`src/hw/lcdcfg_consts.vh`:
```
// How it works
// Contrast code bits 2-0 select ladder resistance; zero shorts, n gives n/7.
// Contrast register bits 7-3 always read as zero.
// Segment enable bit set hands its pin to the segment driver.
// Pixel bit one drives the pixel dark, zero drives it clear.
// Two-bit clock select picks system divider, Timer1 oscillator or low-frequency oscillator.
// System clock source passes a fixed divide-by-256 stage.
// Software enables the Timer1 oscillator before selecting it.
// The 31 kHz internal oscillator is usable as third source.
// Timer1 and low-frequency sources keep running while the core sleeps.
// A 4-bit counter divides the selected clock as prescaler.
// Prescaler counter is hidden; only the prescale field sets its ratio.
// Prescale field values select ratios 1:1 through 1:16.
// Static, half and one-third bias are selectable.
// Half bias bypasses the middle ladder resistor.
// Ladder is off whenever the module is inactive.
// Ladder offers low, medium, high power and fully off.
// Pixel bits of disabled segments do not affect the pin.
// Prescaler output is the frame clock sequencing commons and segments.
`ifndef LCDCFG_CONSTS_VH
`define LCDCFG_CONSTS_VH
// ----------------------------------------
// Register byte offsets
// ----------------------------------------
`define LCDCFG_OFS_CONTROL 8'h00
`define LCDCFG_OFS_PRESCALE 8'h04
`define LCDCFG_OFS_CONTRAST 8'h08
`define LCDCFG_OFS_SEGEN 8'h0C
`define LCDCFG_OFS_PIXEL0 8'h10
`define LCDCFG_OFS_PIXEL1 8'h14
`define LCDCFG_OFS_PIXEL2 8'h18
`define LCDCFG_OFS_PIXEL3 8'h1C
`define LCDCFG_OFS_STATUS 8'h20
// ----------------------------------------
// Control register fields
// ----------------------------------------
`define LCDCFG_CTL_EN 0
`define LCDCFG_CTL_CS_LO 1
`define LCDCFG_CTL_CS_HI 2
`define LCDCFG_CTL_SLEEPEN 3
`define LCDCFG_CTL_BIAS_LO 4
`define LCDCFG_CTL_BIAS_HI 5
`define LCDCFG_CTL_PWR_LO 6
`define LCDCFG_CTL_PWR_HI 7
`define LCDCFG_CS_SYS 2'h0
`define LCDCFG_CS_T1 2'h1
`define LCDCFG_CS_LF 2'h2
`define LCDCFG_BIAS_STATIC 2'h0
`define LCDCFG_BIAS_HALF 2'h1
`define LCDCFG_BIAS_THIRD 2'h2
`define LCDCFG_PWR_OFF 2'h0
`define LCDCFG_PWR_LOW 2'h1
`define LCDCFG_PWR_MED 2'h2
`define LCDCFG_PWR_HIGH 2'h3
`define LCDCFG_CONTRAST_W 3
`define LCDCFG_CONTROL_RST 8'h00
`define LCDCFG_CONTRAST_RST 8'h00
`define LCDCFG_SEGEN_RST 8'h00
`define LCDCFG_PIXEL_RST 8'h00
`define LCDCFG_SYSDIV 256
`define LCDCFG_SYSDIV_W 8
`define LCDCFG_NCOM 4
`endif

```
`src/hw/lcdcfg_prescaler.v`:
```
`timescale 1ns/1ns
`include "lcdcfg_consts.vh"
module lcdcfg_prescaler (
	// Clock and reset
	input wire clk,
	input wire arst_n,
	// Control
	input wire run,
	input wire src_tick,
	input wire [3:0] ratio,
	// Frame tick
	output reg frame_tick
);
	reg [3:0] count;

	// ----------------------------------------
	// Counter
	// ----------------------------------------
	// four-bit divider
	// ratio field value n gives 1:(n+1)
	always @(posedge clk or negedge arst_n) begin
		if (!arst_n) begin
			count <= 4'h0;
			frame_tick <= 1'b0;
		end else begin
			frame_tick <= 1'b0;
			if (!run) begin
				count <= 4'h0;
			end else if (src_tick) begin
				if (count >= ratio) begin
					count <= 4'h0;
					frame_tick <= 1'b1;
				end else begin
					count <= count + 4'h1;
				end
			end
		end
	end
endmodule

```
`src/hw/lcdcfg_top.v`:
```
// Added by the designer: register access over Wishbone and the address map.
`timescale 1ns/1ns
`include "lcdcfg_consts.vh"
module lcdcfg_top (
	// Clock and reset
	input wire CLK,
	input wire ARST_N,
	// Wishbone slave
	input wire WB_CYC_I,
	input wire WB_STB_I,
	input wire WB_WE_I,
	input wire [7:0] WB_ADR_I,
	input wire [3:0] WB_SEL_I,
	input wire [31:0] WB_DAT_I,
	output reg [31:0] WB_DAT_O,
	output reg WB_ACK_O,
	// Clock sources, already synchronous edge markers
	input wire T1_TICK,
	input wire LF_TICK,
	input wire CORE_SLEEP,
	// Ordinary port data for non-segment pins
	input wire [7:0] PORT_OUT,
	// Pins and analog controls
	output reg [7:0] PIN_OUT,
	output reg [7:0] SEG_FUNC,
	output reg [7:0] SEG_OUT,
	output reg [3:0] COM_OUT,
	output reg [2:0] CONTRAST_CODE,
	output reg CONTRAST_SHORT,
	output reg [1:0] LADDER_PWR,
	output reg LADDER_MID_BYPASS,
	output reg [1:0] BIAS_MODE,
	output reg FRAME_CLK
);
	reg [7:0] display_control_reg;
	reg [3:0] prescale_field;
	reg [2:0] contrast_control;
	reg [7:0] segment_enable;
	reg [7:0] pixel_data [0:`LCDCFG_NCOM-1];
	reg [`LCDCFG_SYSDIV_W-1:0] sys_div;
	reg [1:0] com_idx;
	reg phase;
	reg [31:0] next_rdata;
	reg src_tick;
	reg module_active_flag;
	wire frame_tick;
	wire [1:0] clk_sel;
	wire [1:0] bias_sel;
	wire [1:0] com_sel;
	wire sleep_ok;
	wire wr;
	wire run;

	assign clk_sel = display_control_reg[`LCDCFG_CTL_CS_HI:`LCDCFG_CTL_CS_LO];
	assign bias_sel = display_control_reg[`LCDCFG_CTL_BIAS_HI:`LCDCFG_CTL_BIAS_LO];
	// Static bias uses common 0 at once, not only after the counter wraps back
	assign com_sel = (bias_sel == `LCDCFG_BIAS_STATIC) ? 2'h0 : com_idx;
	assign wr = WB_CYC_I & WB_STB_I & WB_WE_I & ~WB_ACK_O & WB_SEL_I[0];
	// system source ticks stop in sleep, the other two keep going
	assign sleep_ok = ~CORE_SLEEP | (clk_sel != `LCDCFG_CS_SYS);
	assign run = display_control_reg[`LCDCFG_CTL_EN] & sleep_ok;

	// ----------------------------------------
	// Register writes
	// ----------------------------------------
	// counter itself is not mapped, only its ratio field
	always @(posedge CLK or negedge ARST_N) begin
		if (!ARST_N) begin
			display_control_reg <= `LCDCFG_CONTROL_RST;
			prescale_field <= 4'h0;
			contrast_control <= 3'h0;
			segment_enable <= `LCDCFG_SEGEN_RST;
		end else if (wr) begin
			case (WB_ADR_I)
			`LCDCFG_OFS_CONTROL: display_control_reg <= WB_DAT_I[7:0];
			`LCDCFG_OFS_PRESCALE: prescale_field <= WB_DAT_I[3:0];
			// three-bit contrast code
			`LCDCFG_OFS_CONTRAST: contrast_control <= WB_DAT_I[2:0];
			`LCDCFG_OFS_SEGEN: segment_enable <= WB_DAT_I[7:0];
			default: ;
			endcase
		end
	end

	genvar g;
	generate
		for (g = 0; g < `LCDCFG_NCOM; g = g + 1) begin : g_pix
			always @(posedge CLK or negedge ARST_N) begin
				if (!ARST_N) begin
					pixel_data[g] <= `LCDCFG_PIXEL_RST;
				end else if (wr && WB_ADR_I == `LCDCFG_OFS_PIXEL0 + 8'h04 * g) begin
					pixel_data[g] <= WB_DAT_I[7:0];
				end
			end
		end
	endgenerate

	// ----------------------------------------
	// Register reads
	// ----------------------------------------
	always @* begin
		next_rdata = 32'h0000_0000;
		case (WB_ADR_I)
		`LCDCFG_OFS_CONTROL: next_rdata = {24'h0, display_control_reg};
		`LCDCFG_OFS_PRESCALE: next_rdata = {28'h0, prescale_field};
		// upper five bits read zero
		`LCDCFG_OFS_CONTRAST: next_rdata = {29'h0, contrast_control};
		`LCDCFG_OFS_SEGEN: next_rdata = {24'h0, segment_enable};
		`LCDCFG_OFS_PIXEL0: next_rdata = {24'h0, pixel_data[0]};
		`LCDCFG_OFS_PIXEL1: next_rdata = {24'h0, pixel_data[1]};
		`LCDCFG_OFS_PIXEL2: next_rdata = {24'h0, pixel_data[2]};
		`LCDCFG_OFS_PIXEL3: next_rdata = {24'h0, pixel_data[3]};
		`LCDCFG_OFS_STATUS: next_rdata = {29'h0, phase, com_idx[0], module_active_flag};
		default: next_rdata = 32'h0000_0000;
		endcase
	end

	// Single-wait-state answer; unmapped reads return zero, writes are dropped
	always @(posedge CLK or negedge ARST_N) begin
		if (!ARST_N) begin
			WB_ACK_O <= 1'b0;
			WB_DAT_O <= 32'h0000_0000;
		end else begin
			WB_ACK_O <= WB_CYC_I & WB_STB_I & ~WB_ACK_O;
			WB_DAT_O <= next_rdata;
		end
	end

	// ----------------------------------------
	// Clock source selection
	// ----------------------------------------
	// three sources, system path fixed at 256
	always @(posedge CLK or negedge ARST_N) begin
		if (!ARST_N) begin
			sys_div <= {`LCDCFG_SYSDIV_W{1'b0}};
			src_tick <= 1'b0;
		end else begin
			sys_div <= sys_div + {{(`LCDCFG_SYSDIV_W-1){1'b0}}, 1'b1};
			case (clk_sel)
			`LCDCFG_CS_SYS: src_tick <= (sys_div == {`LCDCFG_SYSDIV_W{1'b1}}) & ~CORE_SLEEP;
			// oscillator enable belongs to the timer; we only take its ticks
			`LCDCFG_CS_T1: src_tick <= T1_TICK;
			`LCDCFG_CS_LF: src_tick <= LF_TICK;
			default: src_tick <= 1'b0;
			endcase
		end
	end

	lcdcfg_prescaler u_presc (
		.clk(CLK),
		.arst_n(ARST_N),
		.run(run),
		.src_tick(src_tick),
		.ratio(prescale_field),
		.frame_tick(frame_tick)
	);

	// ----------------------------------------
	// Frame sequencing and pin drive
	// ----------------------------------------
	// each frame tick advances phase; outside static bias every second tick also advances common
	always @(posedge CLK or negedge ARST_N) begin
		if (!ARST_N) begin
			com_idx <= 2'h0;
			phase <= 1'b0;
			module_active_flag <= 1'b0;
			FRAME_CLK <= 1'b0;
		end else begin
			module_active_flag <= display_control_reg[`LCDCFG_CTL_EN];
			if (frame_tick) begin
				FRAME_CLK <= ~FRAME_CLK;
				phase <= ~phase;
				if (phase) begin
					if (bias_sel == `LCDCFG_BIAS_STATIC) begin
						com_idx <= 2'h0;
					end else begin
						com_idx <= com_idx + 2'h1;
					end
				end
			end
		end
	end

	// Segment outputs alternate polarity each phase to keep the glass DC-free
	always @(posedge CLK or negedge ARST_N) begin
		if (!ARST_N) begin
			PIN_OUT <= 8'h00;
			SEG_FUNC <= 8'h00;
			SEG_OUT <= 8'h00;
			COM_OUT <= 4'h0;
			CONTRAST_CODE <= 3'h0;
			CONTRAST_SHORT <= 1'b1;
			LADDER_PWR <= `LCDCFG_PWR_OFF;
			LADDER_MID_BYPASS <= 1'b0;
			BIAS_MODE <= `LCDCFG_BIAS_STATIC;
		end else begin
			// enabled pins go to the segment driver
			SEG_FUNC <= segment_enable;
			// pixel drive only on enabled pins
			SEG_OUT <= segment_enable & (pixel_data[com_sel] ^ {8{phase}});
			PIN_OUT <= (segment_enable & (pixel_data[com_sel] ^ {8{phase}}))
				| (~segment_enable & PORT_OUT);
			COM_OUT <= module_active_flag ? ((4'h1 << com_sel) ^ {4{phase}}) : 4'h0;
			CONTRAST_CODE <= contrast_control;
			// code zero shorts the ladder
			CONTRAST_SHORT <= (contrast_control == 3'h0);
			// bias type forwarded
			BIAS_MODE <= bias_sel;
			// middle resistor out in half bias
			LADDER_MID_BYPASS <= (bias_sel == `LCDCFG_BIAS_HALF);
			// inactive module forces ladder off
			LADDER_PWR <= module_active_flag ?
				display_control_reg[`LCDCFG_CTL_PWR_HI:`LCDCFG_CTL_PWR_LO] : `LCDCFG_PWR_OFF;
		end
	end
endmodule

```
`config.mk`:
```
export PLATFORM = sky130hd
export DESIGN_NAME = lcdcfg_top
export DESIGN_NICKNAME = d
export VERILOG_FILES = /design/src/hw/lcdcfg_prescaler.v /design/src/hw/lcdcfg_top.v
export VERILOG_INCLUDE_DIRS = /design/src /design/src/hw
export SDC_FILE = /design/constraint.sdc
export NUM_CORES = 1
export LEC_CHECK = 0
export BUFFER_PORTS_ARGS = -buffer_cell sky130_fd_sc_hd__clkbuf_2
export CELL_PAD_IN_SITES_DETAIL_PLACEMENT = 1
export CELL_PAD_IN_SITES_GLOBAL_PLACEMENT = 2
export CORE_AREA = 2 2 124 126
export CTS_BUF_LIST = sky130_fd_sc_hd__clkbuf_4
export DETAILED_ROUTE_END_ITERATION = 8
export DIE_AREA = 0 0 126 128
export GPL_TIMING_DRIVEN = 0
export PLACE_DENSITY = 0.86
export SLEW_MARGIN = 20
export SYNTH_ARGS = -nofsm -noshare
export SYNTH_HDL_FRONTEND = slang
export SYNTH_HIERARCHICAL = 1
export SYNTH_SLANG_ARGS = --single-unit
```
`constraint.sdc`:
```
create_clock -name CLK -period 3.6 [get_ports CLK]
set_input_delay 0.54 -clock CLK [delete_from_list [all_inputs] [get_ports CLK]]
set_output_delay 0.54 -clock CLK [all_outputs]
set_load 0.02 [all_outputs]
```
==> flow_summary.json, run 1 <==
{
  "largest_reg_flops": 32,
  "synth_compound_area_share_pct": 10.2,
  "grt_pass1_vias": 4450,
  "synthMuxAreaShare_pct": 14.6,
  "fin_area_sq_um": 6610,
  "first_pass_iters": 4,
  "hpwlAfterDp_um": 10900,
  "max_freq_ghz": 0.473,
  "finalSetupViolCount": 0,
  "cp-start-kind": "flip-flop",
  "routed_wl_um": 15500,
  "core_area_sq_um": 14900,
  "clk_latency_ns": 0.55,
  "io_pins": 131,
  "synth-edff-count": 0,
  "grt_pass1_wl_um": 24800,
  "synth_simple_gate_area_share_pct": 12.5,
  "path_max_fanout": 10,
  "critical_path_arrival_ns": 2.57,
  "pwr_density_cell_nw_per_um2": 353,
  "relSlewSlack_pct": 36.4,
  "synth_top_area_share_pct": 52.8,
  "ys_ff_latch": 120,
  "critical_path_required_ns": 4.05,
  "cts_buffers": 17,
  "fp.dieH_um": 128,
  "drt-wirelength-per-cell_um": 19.6,
  "power_frac_seq_pct": 58.5,
  "antennaDiodeCount": 0,
  "synth.area.top_cells": "dfrtp_1 (53%), mux2_2 (9.8%), buf_4 (3.5%), nand3b_1 (2.4%), nand2_1 (2.1%)",
  "clkTransAtPathRegs_ns": 0.11,
  "yosysTopAreaCell": "dfrtp_1",
  "tns_ns": 0,
  "post_cts_buffers": 0,
  "synth_ff_type": "dfrtp_1",
  "fin_crit_ns": 2.11,
  "switching_share_pct": 25.8,
  "synth_most_common_cell": "dfrtp_1",
  "synth_xor_area_share_pct": 1.87,
  "tightest_slew_ns": 0.953,
  "hold_class": "in2reg",
  "status": "complete, no violations",
  "p_int_uw": 1730,
  "synthCells": 469,
  "cp-end-kind": "flip-flop",
  "die_area_sq_um": 16100,
  "area_growth_pct": 17.2,
  "final_nets": 656,
  "cts_max_level": 4,
  "ir_drop_mv": 0.140,
  "die_w_um": 126,
  "grt_max_degree": 76,
  "maxSlewViolCount": 0,
  "drtIter0Drc": 243,
  "rows": 45,
  "netlist_area_sq_um": 5640,
  "drc": 0,
  "syn_avg_cell_area_sq_um": 12.0,
  "initial_core_util_pct": 37.9,
  "reg2reg_to": "SEG_OUT[0]",
  "clock_sinks": 120,
  "hold_viol_final": 0,
  "hold_end": "src_tick",
  "worst-setup-path-type": "reg2reg",
  "drtAntennaViolNets": 0,
  "drive_gt1_share_pct": 33.7,
  "cts_buffer_depth": 2,
  "r2r_slack_ns": 1.49,
  "netlist_top_cells_count": "dfrtp_1 (119), mux2_2 (49), nand2_1 (31), buf_4 (26), inv_1 (21)",
  "yosys_warnings": 6,
  "overflow": 0,
  "worstHoldStart": "T1_TICK",
  "largest-register": "pixel_data",
  "power.switching_uw": 602,
  "utilization_pct": 44.4,
  "power_frac_clock_pct": 34.2,
  "routed_via_density": 5.25,
  "power.leakage_uw": 0.00336,
  "grt_use_total_pct": 20.2,
  "reg2reg_from": "com_idx[1]",
  "synth_cell_type_count": 58,
  "ys_seq_area_share_pct": 53.3,
  "cts_root_buf": "clkbuf_4",
  "rsz0062_at_grt": "false",
  "finalCritPeriodShare_pct": 58.7,
  "dr_total_vias": 4153,
  "cap_violations": 0,
  "whs_path_depth": 3,
  "port-buffer-count": 77,
  "async_flop_share_pct": 100,
  "dpl_cell_area_sq_um": 6380,
  "synth_top_family_by_area": "multiplexers",
  "antenna_found_initial": 0,
  "cts_tree": "done",
  "r2r_cells": 5,
  "clock_skew_ns": 0.0257,
  "gp_congestion": 0.884,
  "post_cts_resized": 0,
  "synthAdderAreaFrac_pct": 1.33,
  "p_comb_share_pct": 7.3
}
worst max-delay path, stage by stage, from the launching register on:
cell	delay, ns
dfrtp_1	0.41
clkbuf_1	0.26
o22ai_2	0.63
a22oi_1	0.23
a211o_1	0.40
o21ai_0	0.10
layout by cell type (no fill, tap or decap), types with 5 or more instances in the layout:
cell,count
a21o_1,9
nand2_1,31
buf_4,26
a22oi_1,11
dfrtp_1,119
nor2_1,8
clkbuf_1,12
clkbuf_4,24
a211o_1,8
nor3_1,6
mux2_1,8
nand3b_1,18
ha_1,6
nand3_1,20
xor2_1,8
o221ai_1,8
mux2_2,49
buf_2,5
inv_1,21
conb_1,24
and2_1,7
mux2i_1,9
clkbuf_2,76
o21ai_0,20
repair_timing:
action,in CTS,in global routing
hold buffers,1,0
endpoints found under the setup margin,0,0
endpoints found under the hold margin,44,0
cells by family after synthesis:
kind of cell	after synthesis
buf+inv	65
xor+xnor	12
flops	120
compound gates	76
other cells	1
fa+ha+maj	6
mux	70
simple gates	119
worst max path at each step:
stage / from / endpoint / slack (ns) / cells past startpoint
finish: com_idx[1] / SEG_OUT[0] / 1.49 / 5
CTS: com_idx[1] / SEG_OUT[0] / 1.49 / 5
floorplan: WB_ADR_I[3] / pixel_data[24] / 1.50 / 6
global route: com_idx[1] / PIN_OUT[0] / 1.37 / 5
global placement: ARST_N / PIN_OUT[0] / 0.26 / 1
detailed placement: WB_ADR_I[5] / pixel_data[21] / 1.02 / 6
through the flow:
| step | hold slack, ns | worst slack (ns) | std cells | total power (uW) |
|---|---|---|---|---|
| after floorplan | 0.244 | 1.50 | 492 | 1480 |
| after global placement | 0.427 | 0.262 | 757 | 1550 |
| after detailed placement | 0.443 | 1.02 | 758 | 1560 |
| after CTS | 0.192 | 1.49 | 791 | 2370 |
| after global routing | 0.214 | 1.37 | 791 | 2450 |
| final | 0.239 | 1.49 | 791 | 2330 |
cell type report:
cell class / count / area, sq um
Buffer: 44 / 269
Clock buffer: 24 / 180
Clock inverter: 8 / 37.5
Fill cell: 1672 / 8260
Inverter: 21 / 78.8
Multi-Input combinational cell: 307 / 2370
Sequential cell: 120 / 3000
Tap cell: 188 / 235
Timing Repair Buffer: 79 / 432
power by group through the flow:
stage	Sequential, uW	Combinational, uW	Clock (uW)
finish	1360	170	798
global route	1370	186	899
CTS	1360	171	836
detailed placement	1390	170	0
global placement	1390	161	0
floorplan	1400	79.7	0
per-layer routing:
metal,routed length [um],global-route usage (%),vias to the layer above
met4,412,9.24,0
li1,-,-,1883
met1,6720,25.7,2104
met5,0,0,-
met3,820,4.51,33
met2,7530,33.0,133
(Power assumes the default switching activity.)
==> run 2: changes to the inputs <==
--- a/config.mk
+++ b/config.mk
@@ -6,15 +6,16 @@
 export SDC_FILE = /design/constraint.sdc
 export NUM_CORES = 1
 export LEC_CHECK = 0
+export ABC_AREA = 1
 export BUFFER_PORTS_ARGS = -buffer_cell sky130_fd_sc_hd__clkbuf_2
 export CELL_PAD_IN_SITES_DETAIL_PLACEMENT = 1
 export CELL_PAD_IN_SITES_GLOBAL_PLACEMENT = 2
-export CORE_AREA = 2 2 124 126
+export CORE_AREA = 2 2 136 138
 export CTS_BUF_LIST = sky130_fd_sc_hd__clkbuf_4
 export DETAILED_ROUTE_END_ITERATION = 8
-export DIE_AREA = 0 0 126 128
+export DIE_AREA = 0 0 138 140
 export GPL_TIMING_DRIVEN = 0
-export PLACE_DENSITY = 0.86
+export PLACE_DENSITY = 0.8
 export SLEW_MARGIN = 20
 export SYNTH_ARGS = -nofsm -noshare
 export SYNTH_HDL_FRONTEND = slang
==> constraint.sdc (replaced) <==
create_clock -name CLK -period 2.2 [get_ports CLK]
set_input_delay 0.33 -clock CLK [delete_from_list [all_inputs] [get_ports CLK]]
set_output_delay 0.33 -clock CLK [all_outputs]
set_load 0.02 [all_outputs]
==> run 2 against run 1 <==
Worst hold slack worse by 0.10 ns. Power up 70%. Fmax increased by 18%. Synthesized cell count up 38%. Synthesized area increased by 2.3%. Register-to-register slack got worse by 1.1 ns. First-iteration DRC count is 31% lower. Clock skew decreased by 0.0094 ns. Non-clock buffer count up 1. Critical path depth rose by 4. Setup slack worse by 1.1 ns.
==> flow_summary.json, run 2 <==
{
  "status": "complete, no violations",
  "fp.dieH_um": 140,
  "gp_congestion": 0.820,
  "cp_slowest_stage_delay_ns": 0.52,
  "power.leakage_uw": 0.00378,
  "dpl_cell_area_sq_um": 6570,
  "die_w_um": 138,
  "hold_class": "in2reg",
  "whs_path_depth": 3,
  "synth_ff_type": "dfrtp_1",
  "synth_xor_area_share_pct": 1.06,
  "hold_end": "WB_ACK_O",
  "yosys_warnings": 6,
  "grt_pass1_vias": 4974,
  "cts_root_buf": "clkbuf_4",
  "clkTransAtPathRegs_ns": 0.11,
  "drtIter0Drc": 168,
  "die_area_sq_um": 19300,
  "cp-start-kind": "flip-flop",
  "synth_simple_gate_area_share_pct": 27.4,
  "drtAntennaViolNets": 0,
  "power_uw": 3960,
  "antenna_found_initial": 0,
  "max_freq_ghz": 0.558,
  "drt-wirelength-per-cell_um": 15.9,
  "synthAdderAreaFrac_pct": 1.30,
  "busiest_layer": "met2",
  "antennaDiodeCount": 0,
  "synthMuxAreaShare_pct": 0,
  "yosysTopAreaCell": "dfrtp_1",
  "clk_latency_ns": 0.54,
  "grt_pass1_wl_um": 26300,
  "path_common_cell": "nand2_1",
  "maxSlewViolCount": 0,
  "ir_drop_mv": 0.469,
  "synth_cell_type_count": 36,
  "drive_gt1_share_pct": 26.2,
  "path_max_fanout": 10,
  "worst-setup-path-type": "reg2reg",
  "tns_ns": 0,
  "gr-usage-met3_pct": 4.24,
  "worstHoldStart": "WB_CYC_I",
  "first_pass_iters": 5,
  "overflow": 0,
  "io_pins": 131,
  "routed_wl_um": 16200,
  "cap_violations": 0,
  "initial_core_util_pct": 32.4,
  "cp-end-kind": "flip-flop",
  "r2r_slack_ns": 0.41,
  "met1_usage_pct": 21.5,
  "port-buffer-count": 79,
  "r2r_cells": 9,
  "num-fill-cells": 2172,
  "finalNonFillerCells": 1019,
  "largest-register": "pixel_data",
  "hpwlAfterDp_um": 11800,
  "clock_skew_ns": 0.0164,
  "largest_reg_flops": 32,
  "routed_via_density": 4.60,
  "final_nets": 845,
  "clock_sinks": 120,
  "synth.area.top_cells": "dfrtp_1 (52%), nand2_1 (16%), o21ai_2 (5.6%), inv_1 (3.9%), nand3_1 (3.6%)",
  "critical_path_required_ns": 2.63,
  "relSlewSlack_pct": 65.5,
  "crit_family": "flip-flops",
  "ys_ff_latch": 120,
  "cts_buffers": 17,
  "crit_slowest_cell": "dfrtp_1",
  "met2_usage_pct": 30.6,
  "synth_compound_area_share_pct": 9.27,
  "syn_avg_cell_area_sq_um": 8.90,
  "cts_max_level": 4,
  "dp_cells": 980,
  "path_cells": "o21ai_2, buf_6, nand2_1, nand2_1, nand2_1, nand2_1, nand2_1, nand3_1, nand2_1",
  "area_growth_pct": 19.7,
  "pre_cts_ws_ns": 0.425,
  "synth_top_family_by_area": "simple AND/OR/NAND/NOR gates",
  "grt_use_total_pct": 17.5,
  "dr_total_vias": 4683,
  "core_area_sq_um": 17800,
  "pwr_density_cell_nw_per_um2": 574,
  "netlist_area_sq_um": 5760,
  "tightest_slew_ns": 0.518,
  "rsz0062_at_grt": "false",
  "hold_viol_final": 0,
  "reg2reg_from": "display_control_reg[4]",
  "rows": 49,
  "post_cts_resized": 0,
  "reg2reg_to": "PIN_OUT[4]",
  "fin_crit_ns": 1.79,
  "cts_tree": "done",
  "finalCritPeriodShare_pct": 81.5,
  "postLayoutSetupSlackWorst_ns": 0.408,
  "synthCells": 648,
  "layout_common_cells": "nand2_1 (240), dfrtp_1 (119), clkbuf_2 (78), inv_1 (60), nand3_1 (41)",
  "cts_buffer_depth": 2,
  "ys_seq_area_share_pct": 52.1,
  "fin_area_sq_um": 6900,
  "ff_latch_area_sq_um": 3000,
  "multi_input_area_sq_um": 2340,
  "critical_path_arrival_ns": 2.22,
  "netlist_top_cells_count": "nand2_1 (240), dfrtp_1 (119), inv_1 (60), nand3_1 (41), o21ai_2 (37)",
  "final_common_cell": "nand2_1",
  "critPathBufInv": 1,
  "async_flop_share_pct": 100,
  "drc": 0,
  "synth_most_common_cell": "nand2_1",
  "synth-edff-count": 0,
  "synth_top_area_share_pct": 51.7,
  "finalSetupViolCount": 0,
  "grt_max_degree": 63
}
## run 2: routing by layer
layer  up-vias  wire length [um]
li1       2271                 -
met1      2286              6860
met2       109              8280
met3        17               792
met4         0               228
met5         -                 0
## run 2: cell type report
class	count	share of cell area [%]
plain buffers	35	4.03
clock buffers	17	1.85
clock inverters	13	1.65
inverters	61	3.32
multi-input cells	455	33.9
flip-flops and latches	120	43.5
well taps	229	4.15
repair buffers	89	7.56
## run 2: repair_timing
action	CTS	global route
buffers inserted	0	0
endpoints found under the hold margin	69	0
hold buffers	9	0
## run 2: through the flow
stage | utilization [%] | hold WS [ns]
final | 38.8 | 0.136
after global routing | 38.8 | 0.101
after CTS | 38.8 | 0.0974
after detailed placement | 36.9 | 0.356
after global placement | 36.7 | 0.429
after floorplan | - | 0.0344
## run 2: worst max-delay path by stage
| stage | from | endpoint | slack [ns] | depth (start not counted) |
|---|---|---|---|---|
| after floorplan | WB_ACK_O | pixel_data[13] | 0.79 | 7 |
| after global placement | ARST_N | sys_div[0] | -1.01 | 1 |
| after detailed placement | display_control_reg[5] | PIN_OUT[1] | 0.43 | 9 |
| after CTS | display_control_reg[5] | PIN_OUT[3] | 0.40 | 9 |
| after global routing | display_control_reg[5] | PIN_OUT[3] | 0.19 | 9 |
| final | display_control_reg[4] | PIN_OUT[4] | 0.41 | 9 |
## run 2: power by group
part,internal (uW),switching [uW]
logic,92.8,187
clock network,632,814
registers,2220,11.4
total,2950,1010
## run 2: worst min-delay path, delay by kind of cell
kind	cells	cell delay [ns]
buffers and inverters	2	0.17
AND/OR/NAND/NOR	1	0.13
## run 2: kinds of logic after synthesis
family / count (synthesis)
other cells: 1
xor+xnor: 7
compound gates: 76
flops: 120
fa+ha+maj: 6
buf+inv: 96
simple gates: 342
